$ cat config.mk
export PLATFORM = sky130hd
export DESIGN_NAME = pcd_port_mux
export DESIGN_NICKNAME = d
export VERILOG_FILES = /design/src/logic/pcd_pkg.sv /design/src/logic/pcd_addr_latch.sv /design/src/logic/pcd_port_mux.sv
export SDC_FILE = /design/constraint.sdc
export NUM_CORES = 1
export LEC_CHECK = 0
export BUFFER_PORTS_ARGS = -buffer_cell sky130_fd_sc_hd__buf_2
export CAP_MARGIN = 5
export CELL_PAD_IN_SITES_DETAIL_PLACEMENT = 0
export CELL_PAD_IN_SITES_GLOBAL_PLACEMENT = 1
export CORE_MARGIN = 4
export CORE_UTILIZATION = 31
export CTS_CLUSTER_SIZE = 8
export DETAILED_ROUTE_END_ITERATION = 8
export PLACE_DENSITY_LB_ADDON = 0.1
export SYNTH_ARGS = -nofsm -noshare
export SYNTH_HDL_FRONTEND = slang
export SYNTH_SLANG_ARGS = --single-unit
export TNS_END_PERCENT = 100
$ cat constraint.sdc
create_clock -name clk -period 2.5 [get_ports clk]
set_clock_uncertainty 0.1 [all_clocks]
set_input_delay 0.125 -clock clk [delete_from_list [all_inputs] [get_ports clk]]
set_output_delay 0.125 -clock clk [all_outputs]
set_load 0.05 [all_outputs]
$ cat src/logic/pcd_pkg.sv
// Package: constants, enums and structs for the port C/D function multiplexer
package pcd_pkg;

    // ------------------------------------------------------------
    // Widths and pin positions
    // ------------------------------------------------------------
    localparam int PCD_PORT_W = 8;
    localparam int PCD_NIB_W = 4;
    localparam int PCD_ADDR_W = 16;
    localparam int PCD_PD_W = 3;
    localparam int PCD_PIN_RDY = 3;
    localparam int PCD_PIN_TEST_STATUS_OUT = 3;
    localparam int PCD_PIN_TEST_ERROR_OUT = 4;
    localparam int PCD_PIN_BATT = 4;
    localparam int PCD_PIN_TDI = 5;
    localparam int PCD_PIN_TDO = 6;
    localparam int PCD_PIN_DBE = 7;
    localparam int PCD_PIN_ALE = 0;
    localparam int PCD_PIN_CLK = 1;
    localparam int PCD_PIN_CSI = 2;

    // ------------------------------------------------------------
    // Reset values and address slices
    // ------------------------------------------------------------
    localparam logic [PCD_ADDR_W-1:0] PCD_ADDR_RST = 16'h0000;
    localparam logic [PCD_PORT_W-1:0] PCD_BYTE_ZERO = 8'h00;
    localparam int PCD_A_LO = 0;
    localparam int PCD_A_HI = 4;
    localparam int PCD_A_P2 = 8;
    localparam int PCD_A_P3 = 12;

    // ------------------------------------------------------------
    // Function selects
    // ------------------------------------------------------------
    typedef enum logic [2:0] {
        PCD_FN_MCU = 3'b000,    // Host-controlled I/O
        PCD_FN_MCELL = 3'b001,  // Macrocell / logic output
        PCD_FN_PLDIN = 3'b010,  // Input to logic arrays
        PCD_FN_TEST = 3'b011,   // Boundary-scan line
        PCD_FN_SPECIAL = 3'b100 // Ready-busy, battery, strobe, clock, chip select
    } pcd_fn_e;

    typedef enum logic [1:0] {
        PCD_HOST_MUX = 2'b00,   // Generic multiplexed 8-bit
        PCD_HOST_NMUX = 2'b01,  // Non-multiplexed 8-bit
        PCD_HOST_EXT = 2'b10,   // Extended-architecture 8-bit
        PCD_HOST_PAGE = 2'b11   // Page-mode host
    } pcd_host_e;

    // ------------------------------------------------------------
    // Carriers
    // ------------------------------------------------------------
    typedef struct packed {
        logic [PCD_PORT_W-1:0] dout;
        logic [PCD_PORT_W-1:0] oe;
    } pcd_drive_s;

    typedef struct packed {
        logic [PCD_PORT_W-1:0] oeA;
        logic [PCD_PORT_W-1:0] valA;
        logic [PCD_PORT_W-1:0] oeB;
        logic [PCD_PORT_W-1:0] valB;
    } pcd_addrout_s;

endpackage

$ cat src/logic/pcd_addr_latch.sv
// Address latch with port A/B latched address output mapping
`timescale 1ns/1ps
module pcd_addr_latch
    import pcd_pkg::*;
(
    // Clock and reset
    input wire logic clk,
    input wire logic rst,
    // Capture
    input wire logic strobe,
    input wire logic [PCD_ADDR_W-1:0] addrIn,
    input wire logic isMux,
    // Mapping
    input wire pcd_host_e hostMode,
    output pcd_addrout_s addrOut
);

    logic [PCD_ADDR_W-1:0] addr_r;

    // ------------------------------------------------------------
    // Latch
    // ------------------------------------------------------------
    // transparent capture, hold
    always_ff @(posedge clk or posedge rst) begin
        if (rst) begin
            addr_r <= PCD_ADDR_RST;
        end else if (strobe || !isMux) begin
            addr_r <= addrIn;
        end
    end

    // ------------------------------------------------------------
    // Nibble mapping, registered so data leaves from flip-flops
    // ------------------------------------------------------------
    function automatic logic [PCD_NIB_W-1:0] nib(input logic [PCD_ADDR_W-1:0] a, input int lo);
        nib = a[lo +: PCD_NIB_W];
    endfunction

    always_ff @(posedge clk or posedge rst) begin
        if (rst) begin
            addrOut <= '0;
        end else begin
            addrOut <= '0;
            case (hostMode)
                PCD_HOST_MUX: begin
                    addrOut.oeA <= {PCD_PORT_W{1'b1}};
                    addrOut.valA <= {nib(addr_r, PCD_A_HI), nib(addr_r, PCD_A_LO)};
                    addrOut.oeB <= {PCD_PORT_W{1'b1}};
                    addrOut.valB <= {nib(addr_r, PCD_A_HI), nib(addr_r, PCD_A_LO)};
                end
                PCD_HOST_NMUX: begin
                    addrOut.oeB <= {PCD_PORT_W{1'b1}};
                    addrOut.valB <= {nib(addr_r, PCD_A_HI), nib(addr_r, PCD_A_LO)};
                end
                PCD_HOST_EXT: begin
                    addrOut.oeA <= {{PCD_NIB_W{1'b1}}, {PCD_NIB_W{1'b0}}};
                    addrOut.valA <= {nib(addr_r, PCD_A_HI), {PCD_NIB_W{1'b0}}};
                    addrOut.oeB <= {{PCD_NIB_W{1'b0}}, {PCD_NIB_W{1'b1}}};
                    addrOut.valB <= {{PCD_NIB_W{1'b0}}, nib(addr_r, PCD_A_P2)};
                end
                PCD_HOST_PAGE: begin
                    addrOut.oeB <= {PCD_PORT_W{1'b1}};
                    addrOut.valB <= {nib(addr_r, PCD_A_P3), nib(addr_r, PCD_A_P2)};
                end
                default: begin
                    addrOut <= '0;
                end
            endcase
        end
    end

endmodule

$ cat src/logic/pcd_port_mux.sv
// Port C and port D pin function multiplexer with latched address output
`timescale 1ns/1ps
// Contract
// - Each port C pin selects host I/O, macrocell output or logic-array input.
// - Each port C output can be push-pull or open-drain.
// - Test data in on C5, test data out on C6, test status on C3, test error on C4.
// - Port C pin 3 can present the flash ready-busy status.
// - Ready-busy drives 0 while a flash write or erase runs; otherwise push-pull drives 1 and open-drain lets go.
// - With the battery function on C4, the pin is high while on backup battery.
// - Port D pin 0 can be the address-latch strobe that captures the host address.
// - Port D pin 1 can be the logic clock for macrocells, power-down counter and array.
// - Chip select on D2 is active low; while high the memory blocks are disabled.
// - Port D pins 0 to 2 also select host I/O, logic input or logic-made chip select.
// - Multiplexed hosts get address nibbles on A and B (page host on B only), non-multiplexed only on B.
// - Extended host maps [7:4] to A high and [11:8] to B low; page host [15:8] to B.
module pcd_port_mux
    import pcd_pkg::*;
#(
    parameter int PORT_W = PCD_PORT_W,
    parameter int PD_W = PCD_PD_W
) (
    // Clock and reset
    input wire logic clk,
    input wire logic rst,
    // Port C configuration
    input wire pcd_fn_e [PORT_W-1:0] pcFunc,
    input wire logic [PORT_W-1:0] pcOpenDrain,
    input wire logic [PORT_W-1:0] pcHostDir,
    input wire logic [PORT_W-1:0] pcHostOut,
    // Port D configuration
    input wire pcd_fn_e [PD_W-1:0] pdFunc,
    input wire logic [PD_W-1:0] pdHostDir,
    input wire logic [PD_W-1:0] pdHostOut,
    // Address output configuration
    input wire pcd_host_e hostMode,
    input wire logic [PORT_W-1:0] paAddrSel,
    input wire logic [PORT_W-1:0] pbAddrSel,
    input wire logic [PCD_ADDR_W-1:0] hostAddr,
    // Internal sources
    input wire logic [PORT_W-1:0] macrocell_output_group2,
    input wire logic [PD_W-1:0] logicChipSel,
    input wire logic flashBusy,
    input wire logic onBattery,
    input wire logic test_status_out,
    input wire logic test_error_out,
    input wire logic testDataOut,
    input wire logic testDataOutEn,
    // Port C pins
    input wire logic [PORT_W-1:0] pcIn,
    output logic [PORT_W-1:0] pcOut,
    output logic [PORT_W-1:0] pcOe,
    // Port D pins
    input wire logic [PD_W-1:0] pdIn,
    output logic [PD_W-1:0] pdOut,
    output logic [PD_W-1:0] pdOe,
    // Port A and B latched address drive
    output pcd_addrout_s addrDrive,
    // Results toward host and logic
    output logic [PORT_W-1:0] pcHostRead,
    output logic [PD_W-1:0] pdHostRead,
    output logic [PORT_W-1:0] pcLogicIn,
    output logic [PD_W-1:0] pdLogicIn,
    output logic testDataIn,
    output logic byte_enable_in_n,
    output logic byteValid,
    output logic address_latch_strobe,
    output logic logic_clock_in,
    output logic memEnable
);

    pcd_drive_s pcDrv;
    pcd_drive_s pcDrv_r;
    logic [PD_W-1:0] pdOutNxt;
    logic [PD_W-1:0] pdOeNxt;
    logic [PD_W-1:0] pdOut_r;
    logic [PD_W-1:0] pdOe_r;

    // ------------------------------------------------------------
    // Port C source selection
    // ------------------------------------------------------------
    // per-pin source
    always_comb begin
        pcDrv = '0;
        for (int i = 0; i < PORT_W; i++) begin
            case (pcFunc[i])
                PCD_FN_MCU: begin
                    pcDrv.dout[i] = pcHostOut[i];
                    pcDrv.oe[i] = pcHostDir[i];
                end
                PCD_FN_MCELL: begin
                    pcDrv.dout[i] = macrocell_output_group2[i];
                    pcDrv.oe[i] = 1'b1;
                end
                PCD_FN_TEST: begin
                    // Test status and error drive; data out follows its own enable
                    if (i == PCD_PIN_TEST_STATUS_OUT) begin
                        pcDrv.dout[i] = test_status_out;
                        pcDrv.oe[i] = 1'b1;
                    end else if (i == PCD_PIN_TEST_ERROR_OUT) begin
                        pcDrv.dout[i] = test_error_out;
                        pcDrv.oe[i] = 1'b1;
                    end else if (i == PCD_PIN_TDO) begin
                        pcDrv.dout[i] = testDataOut;
                        pcDrv.oe[i] = testDataOutEn;
                    end
                end
                PCD_FN_SPECIAL: begin
                    if (i == PCD_PIN_RDY) begin
                        pcDrv.dout[i] = !flashBusy;
                        pcDrv.oe[i] = 1'b1;
                    end else if (i == PCD_PIN_BATT) begin
                        pcDrv.dout[i] = onBattery;
                        pcDrv.oe[i] = 1'b1;
                    end
                end
                default: begin
                    pcDrv.dout[i] = 1'b0;
                    pcDrv.oe[i] = 1'b0;
                end
            endcase
        end
    end

    // Pad registers so pin data comes from flip-flops
    always_ff @(posedge clk or posedge rst) begin
        if (rst) begin
            pcDrv_r <= '0;
        end else begin
            pcDrv_r <= pcDrv;
        end
    end

    // ------------------------------------------------------------
    // Port C driver type
    // ------------------------------------------------------------
    // open-drain drives low only
    genvar g;
    generate
        for (g = 0; g < PORT_W; g++) begin : gPcDrv
            assign pcOut[g] = pcOpenDrain[g] ? 1'b0 : pcDrv_r.dout[g];
            assign pcOe[g] = pcDrv_r.oe[g] && (!pcOpenDrain[g] || !pcDrv_r.dout[g]);
        end
    endgenerate

    // ------------------------------------------------------------
    // Port C inputs
    // ------------------------------------------------------------
    // host read and array input
    always_comb begin
        for (int i = 0; i < PORT_W; i++) begin
            pcHostRead[i] = pcIn[i];
            pcLogicIn[i] = (pcFunc[i] == PCD_FN_PLDIN) && pcIn[i];
        end
    end

    // test data in on pin 5
    assign testDataIn = (pcFunc[PCD_PIN_TDI] == PCD_FN_TEST) && pcIn[PCD_PIN_TDI];

    // byte enable, deselected reads inactive high
    assign byte_enable_in_n = (pcFunc[PCD_PIN_DBE] == PCD_FN_SPECIAL) ? pcIn[PCD_PIN_DBE] : 1'b1;
    assign byteValid = !byte_enable_in_n;

    // ------------------------------------------------------------
    // Port D
    // ------------------------------------------------------------
    // host I/O or logic chip select
    always_comb begin
        for (int i = 0; i < PD_W; i++) begin
            pdOutNxt[i] = 1'b0;
            pdOeNxt[i] = 1'b0;
            case (pdFunc[i])
                PCD_FN_MCU: begin
                    pdOutNxt[i] = pdHostOut[i];
                    pdOeNxt[i] = pdHostDir[i];
                end
                PCD_FN_MCELL: begin
                    pdOutNxt[i] = logicChipSel[i];
                    pdOeNxt[i] = 1'b1;
                end
                default: begin
                    pdOutNxt[i] = 1'b0;
                    pdOeNxt[i] = 1'b0;
                end
            endcase
            pdHostRead[i] = pdIn[i];
            pdLogicIn[i] = (pdFunc[i] == PCD_FN_PLDIN) && pdIn[i];
        end
    end

    always_ff @(posedge clk or posedge rst) begin
        if (rst) begin
            pdOut_r <= '0;
            pdOe_r <= '0;
        end else begin
            pdOut_r <= pdOutNxt;
            pdOe_r <= pdOeNxt;
        end
    end
    assign pdOut = pdOut_r;
    assign pdOe = pdOe_r;

    assign address_latch_strobe = (pdFunc[PCD_PIN_ALE] == PCD_FN_SPECIAL) && pdIn[PCD_PIN_ALE];
    // logic clock from pin 1; passed through unregistered, fans out to macrocells
    assign logic_clock_in = (pdFunc[PCD_PIN_CLK] == PCD_FN_SPECIAL) && pdIn[PCD_PIN_CLK];
    // chip select low enables memories; unused select leaves them on
    assign memEnable = (pdFunc[PCD_PIN_CSI] == PCD_FN_SPECIAL) ? !pdIn[PCD_PIN_CSI] : 1'b1;

    // ------------------------------------------------------------
    // Latched address output
    // ------------------------------------------------------------
    pcd_addrout_s addrMap;

    pcd_addr_latch uLatch (
        .clk(clk),
        .rst(rst),
        .strobe(address_latch_strobe),
        .addrIn(hostAddr),
        .isMux(hostMode != PCD_HOST_NMUX),
        .hostMode(hostMode),
        .addrOut(addrMap)
    );

    // only pins set to address mode drive it
    assign addrDrive.oeA = addrMap.oeA & paAddrSel;
    assign addrDrive.valA = addrMap.valA;
    assign addrDrive.oeB = addrMap.oeB & pbAddrSel;
    assign addrDrive.valB = addrMap.valB;

endmodule

## Yosys cells after proc, flatten, opt, wreduce, memory -nomap -nowiden

Cells that the tools add are included.

| storage, ports and cells | value |
|---|---|
| bits in registers | 70 |
| input bits | 127 |
| word-level logic and storage cells | 147 |

| cells by class | value |
|---|---|
| equality and inequality tests | 36 |
| mux-type cells | 34 |
| bitwise gates (word level) | 2 |
| reduce and logical (&&, ||, !) cells | 66 |

Operators with widths:

| operator | number |
|---|---|
| one-hot mux 16 bit (3 select lines) | 1 |
| == test 3 x 2 -> 1 bit, second input constant | 15 |
| one-hot mux 1 bit (2 select lines) | 18 |
| == test 3 x 1 -> 1 bit, second input constant | 11 |
| zero test 3 bit | 11 |
| one-hot mux 16 bit (2 select lines) | 1 |
| logical AND 1 bit | 22 |
| zero test 1 bit | 20 |
| == test 3 bit, second input constant | 6 |
| AND 8 bit | 2 |
| two-way mux 1 bit | 10 |
| logical OR 1 bit | 9 |
| one-hot mux 1 bit (4 select lines) | 2 |
| one-hot mux 1 bit (3 select lines) | 2 |
| OR reduction 3 bit | 2 |
| == test 2 bit, second input constant | 2 |
| == test 2 x 1 -> 1 bit, second input constant | 1 |
| zero test 2 bit | 1 |
| != test 2 x 1 -> 1 bit, second input constant | 1 |
| OR reduction 2 bit | 1 |

## Longest topological paths before layout

| depth | value |
|---|---|
| depth in word-level cells | 3 |
| mapped depth | 5 |
| gate-level depth less buffers | 3 |

## Hierarchy

From an unflattened synthesis, not the netlist that was laid out.

| unflattened totals | value |
|---|---|
| cell total of the unflattened synthesis | 238 |
| area, all modules | 2781.4 um2 |

By module, submodules not included:

| module | instances | cells an instance | area an instance (um2) |
|---|---|---|---|
| pcd_addr_latch | 1 | 98 | 1422.6 |
| pcd_port_mux | 1 | 140 | 1358.8 |

## Least setup slack after synthesis

No wires, ideal clock.

| timing | value |
|---|---|
| path type | in2out |
| start | input port pdFunc[5] (netlist bit) |
| end | output port logic_clock_in |
| data arrival time | 1658 ps |
| setup slack | 617 ps |
| stages on the path | 1 |
| path through | nor4bb_1 |

| between the ends | value |
|---|---|
| longest elaborated chain between the ends | 2 |

RTL lines:

| item | line | source |
|---|---|---|
| start, declared | pcd_port_mux.sv:31 | `input wire pcd_fn_e [PD_W-1:0] pdFunc,` |
| == test 3 bit | pcd_port_mux.sv:204 | `assign logic_clock_in = (pdFunc[PCD_PIN_CLK] == PCD_FN_SPECIAL) && pdIn[PCD_PIN_CLK];` |
| logical AND 1 bit | pcd_port_mux.sv:204 |  |
| end, declared | pcd_port_mux.sv:67 | `output logic logic_clock_in,` |

No other way between the ends.

## Worst setup path after layout

| timing | value |
|---|---|
| start | input port pcFunc[22] (netlist bit) |
| end | output port byteValid |

| between the ends | value |
|---|---|
| longest elaborated chain between the ends | 3 |

RTL lines:

| item | line | source |
|---|---|---|
| start, declared | pcd_port_mux.sv:26 | `input wire pcd_fn_e [PORT_W-1:0] pcFunc,` |
| == test 3 bit | pcd_port_mux.sv:160 | `assign byte_enable_in_n = (pcFunc[PCD_PIN_DBE] == PCD_FN_SPECIAL) ? pcIn[PCD_PIN_DBE] : 1'b1;` |
| two-way mux 1 bit | pcd_port_mux.sv:160 |  |
| zero test 1 bit | pcd_port_mux.sv:161 | `assign byteValid = !byte_enable_in_n;` |
| end, declared | pcd_port_mux.sv:65 | `output logic byteValid,` |

No other way between the ends.

==> impl_metrics.json <==
{
  "rrSetupSlack_ns": 1.63,
  "cp-startpoint": "pcFunc[22]",
  "yosysWarnings": 0,
  "dieArea_um2": 10600,
  "r2r_cells": 1,
  "hp-start": "pcHostOut[2]",
  "grt_usage_pct": 14.2,
  "p_int_mw": 1.77,
  "grt_util_met2_pct": 26.7,
  "pwr-share-comb_pct": 29.1,
  "synth.avg_cell_area_um2": 11.5,
  "n_antenna_cell": 0,
  "vias_per_cell": 4.36,
  "wl_per_cell_um": 12.7,
  "setup_violations": 0,
  "synth_cell_types": 32,
  "fmax_ghz": 0.498,
  "drt_iter0_drc": 33,
  "switching_share_pct": 31.9,
  "pwr-share-clk_pct": 29.8,
  "maxCapViolCount": 0,
  "pwr-share-seq_pct": 41.1,
  "drtAntennaViolNets": 0,
  "cp-end-kind": "primary output",
  "min_period_over_period_pct": 80.4,
  "hold_depth": 3,
  "hold_path_end": "pcDrv_r[10]",
  "worstMarginPinSlew_ns": 0.669,
  "dp.cells": 530,
  "critPathSlowestCell": "or4b_2",
  "dieHeight_um": 103,
  "core_um2": 8760,
  "io_pins": 209,
  "dr_total_vias": 2618,
  "worst-setup-path-type": "input port to primary output",
  "crit_buf_inv": 4,
  "cpMostUsedCell": "buf_2",
  "synth_top_area_share_pct": 51.9,
  "hold_class": "input port to flop",
  "synth_seq_cells": 58,
  "cts_max_level": 3,
  "root_buffer": "clkbuf_8",
  "portBuffers": 208,
  "grt_pass1_wl_um": 11800,
  "cts_max_path_buffers": 2,
  "drive_gt1_share_pct": 50.3,
  "critical_path.startpoint_type": "input port",
  "timing.rr.end": "uLatch.addrOut[0]",
  "grt_antenna_before_repair": 0,
  "start_util_pct": 31.9,
  "clock_sinks": 58,
  "layout.nets": 617,
  "busiest_layer": "met2",
  "met1_usage_pct": 14.3,
  "netlist_area_um2": 2800,
  "clkTransAtPathRegs_ns": 0.06,
  "p_leak_nw": 2.45,
  "yosysSeqAreaShare_pct": 51.9,
  "rsz0062_at_grt": "false",
  "cts_tree": "built",
  "fin_ws_ns": 0.491,
  "critical_path.cell_chain": "dlygate4sd3_1, buf_2, or4b_2, inv_1, buf_2",
  "wl_um": 7650,
  "status": "complete, no violations",
  "clock_latency_ns": 0.32,
  "fin_cells": 601,
  "critical_path_required_ns": 2.28,
  "layout_commonest_cell": "buf_2",
  "met3_usage_pct": 5.62,
  "r2r_start": "uLatch.addr_r[0]",
  "yosysTopAreaCell": "dfrtp_1",
  "synthTopCellsByArea": "dfrtp_1 (52%), buf_4 (7.2%), mux2_4 (5.4%)",
  "grt_start_max_net_pins": 31,
  "power_density_nw_per_um2": 579,
  "post-place-ws_ns": 0.739,
  "hpwl_um": 5900,
  "drc_errors": 0,
  "die_w_um": 103,
  "cp.arrival_ns": 1.78,
  "p_sw_uw": 831,
  "cp_slowest_stage_delay_ns": 0.67,
  "finalHoldViolations": 0,
  "syn-num-nets": 370,
  "period_needed_ns": 2.01,
  "routabilityCongestion": 0.730,
  "relSlewSlack_pct": 55.3,
  "worstPathMaxFanout": 4,
  "fp-row-count": 34,
  "finalSetupTns_ns": 0,
  "area_delta_synth_final_pct": 60.7,
  "ir_worst_vdd_v": 0.000321,
  "cts_resized": 0,
  "crit_family": "buffers and inverters",
  "synth_cells": 243,
  "grt_pass1_vias": 2622,
  "cts_setup_buffers": 0,
  "dr.pass1.iters": 4,
  "finalMaxSlewViolations": 0,
  "final_cell_mix": "buf_2 (208), dfrtp_1 (58), dlygate4sd3_1 (57)",
  "numCtsBuffers": 9,
  "grt_overflow": 0
}
[cell type report]
cell class,count,area [µm²]
well taps,108,135
multi-input cells,146,1080
clock buffers,10,128
fillers,832,4270
clock inverters,4,45.0
repair buffers,267,1630
inverters,8,30.0
flip-flops and latches,58,1450
[power groups by stage]
| stage | Clock, mW | Combinational [mW] | Sequential [mW] |
|---|---|---|---|
| 6_report | 0.776 | 0.758 | 1.07 |
| 5_1_grt | 0.855 | 0.815 | 1.08 |
| 4_1_cts | 0.811 | 0.767 | 1.07 |
| 3_5_place_dp | 0 | 0.695 | 1.09 |
| 3_3_place_gp | 0 | 0.689 | 1.09 |
| 2_1_floorplan | 0 | 0.515 | 1.10 |
[kinds of logic after synthesis]
kind of cell / Yosys count / synth area share, %
other: 1 / 0.134
buffers and inverters: 39 / 9.48
flip-flops: 58 / 51.9
AND/OR/NAND/NOR: 93 / 19.8
multiplexers: 31 / 13.3
AO/OA/AOI/OAI: 21 / 5.36
[flip-flops by register name, indices dropped and copies added, names as in the netlist]
name            flops
pcDrv_r            16
pdOe                3
pdOut               3
uLatch.addrOut     20
uLatch.addr_r      16
[worst max path at each step]
stage	end	slack [ns]	cells past startpoint
after floorplan	logic_clock_in	0.62	1
after global placement	uLatch.addr_r[6]	0.76	4
after detailed placement	uLatch.addr_r[4]	0.74	4
after CTS	byteValid	0.49	5
after global routing	byteValid	0.43	5
final	byteValid	0.49	5
[layer usage]
| layer | up-vias | routed length [µm] |
|---|---|---|
| met2 | 128 | 4050 |
| met1 | 1184 | 2600 |
| li1 | 1296 | - |
| met3 | 10 | 871 |
| met4 | 0 | 129 |
| met5 | - | 0 |
[cell usage after synthesis]
cell	instances
nand4bb_1	1
a21boi_0	8
o21a_1	1
a211o_1	1
dfrtp_1	58
and4bb_4	1
nor3b_1	1
and2_1	20
nor4bb_1	8
and4bb_2	1
inv_1	8
o21bai_1	1
a21oi_4	1
conb_1	1
clkbuf_1	2
nand2b_1	3
nor4b_1	2
nor2b_1	8
nor3_1	19
o31ai_1	2
a21oi_1	1
mux2_4	10
mux2_2	10
buf_12	1
nand3_1	5
buf_4	27
nand2_1	6
clkbuf_2	1
o21ai_0	6
nor2_1	17
mux2i_1	11
or4b_2	1
[tightest hold or removal path: cells and delay by family]
kind                   cells  cell delay [ns]
buffers and inverters      1             0.10
muxes                      1             0.12
and+or+nand+nor            1             0.06
[through the flow]
| stage | hold slack [ns] | util, % | area [µm²] | power, mW |
|---|---|---|---|---|
| 6_report | 0.0191 | 51.3 | 4500 | 2.61 |
| 5_1_grt | 0.0196 | 51.3 | 4500 | 2.75 |
| 4_1_cts | 0.00367 | 51.3 | 4500 | 2.65 |
| 3_5_place_dp | 0.156 | 42.8 | 3750 | 1.78 |
| 3_3_place_gp | 0.146 | 42.8 | 3750 | 1.78 |
| 2_1_floorplan | 0.0881 | - | 2800 | 1.61 |
[timing repair]
| item | CTS | global route |
|---|---|---|
| setup endpoints to repair | 0 | 0 |
| endpoints found under the hold margin | 66 | 0 |
| hold buffers | 57 | 0 |
Note: power is estimated with default switching activity, not from simulation.
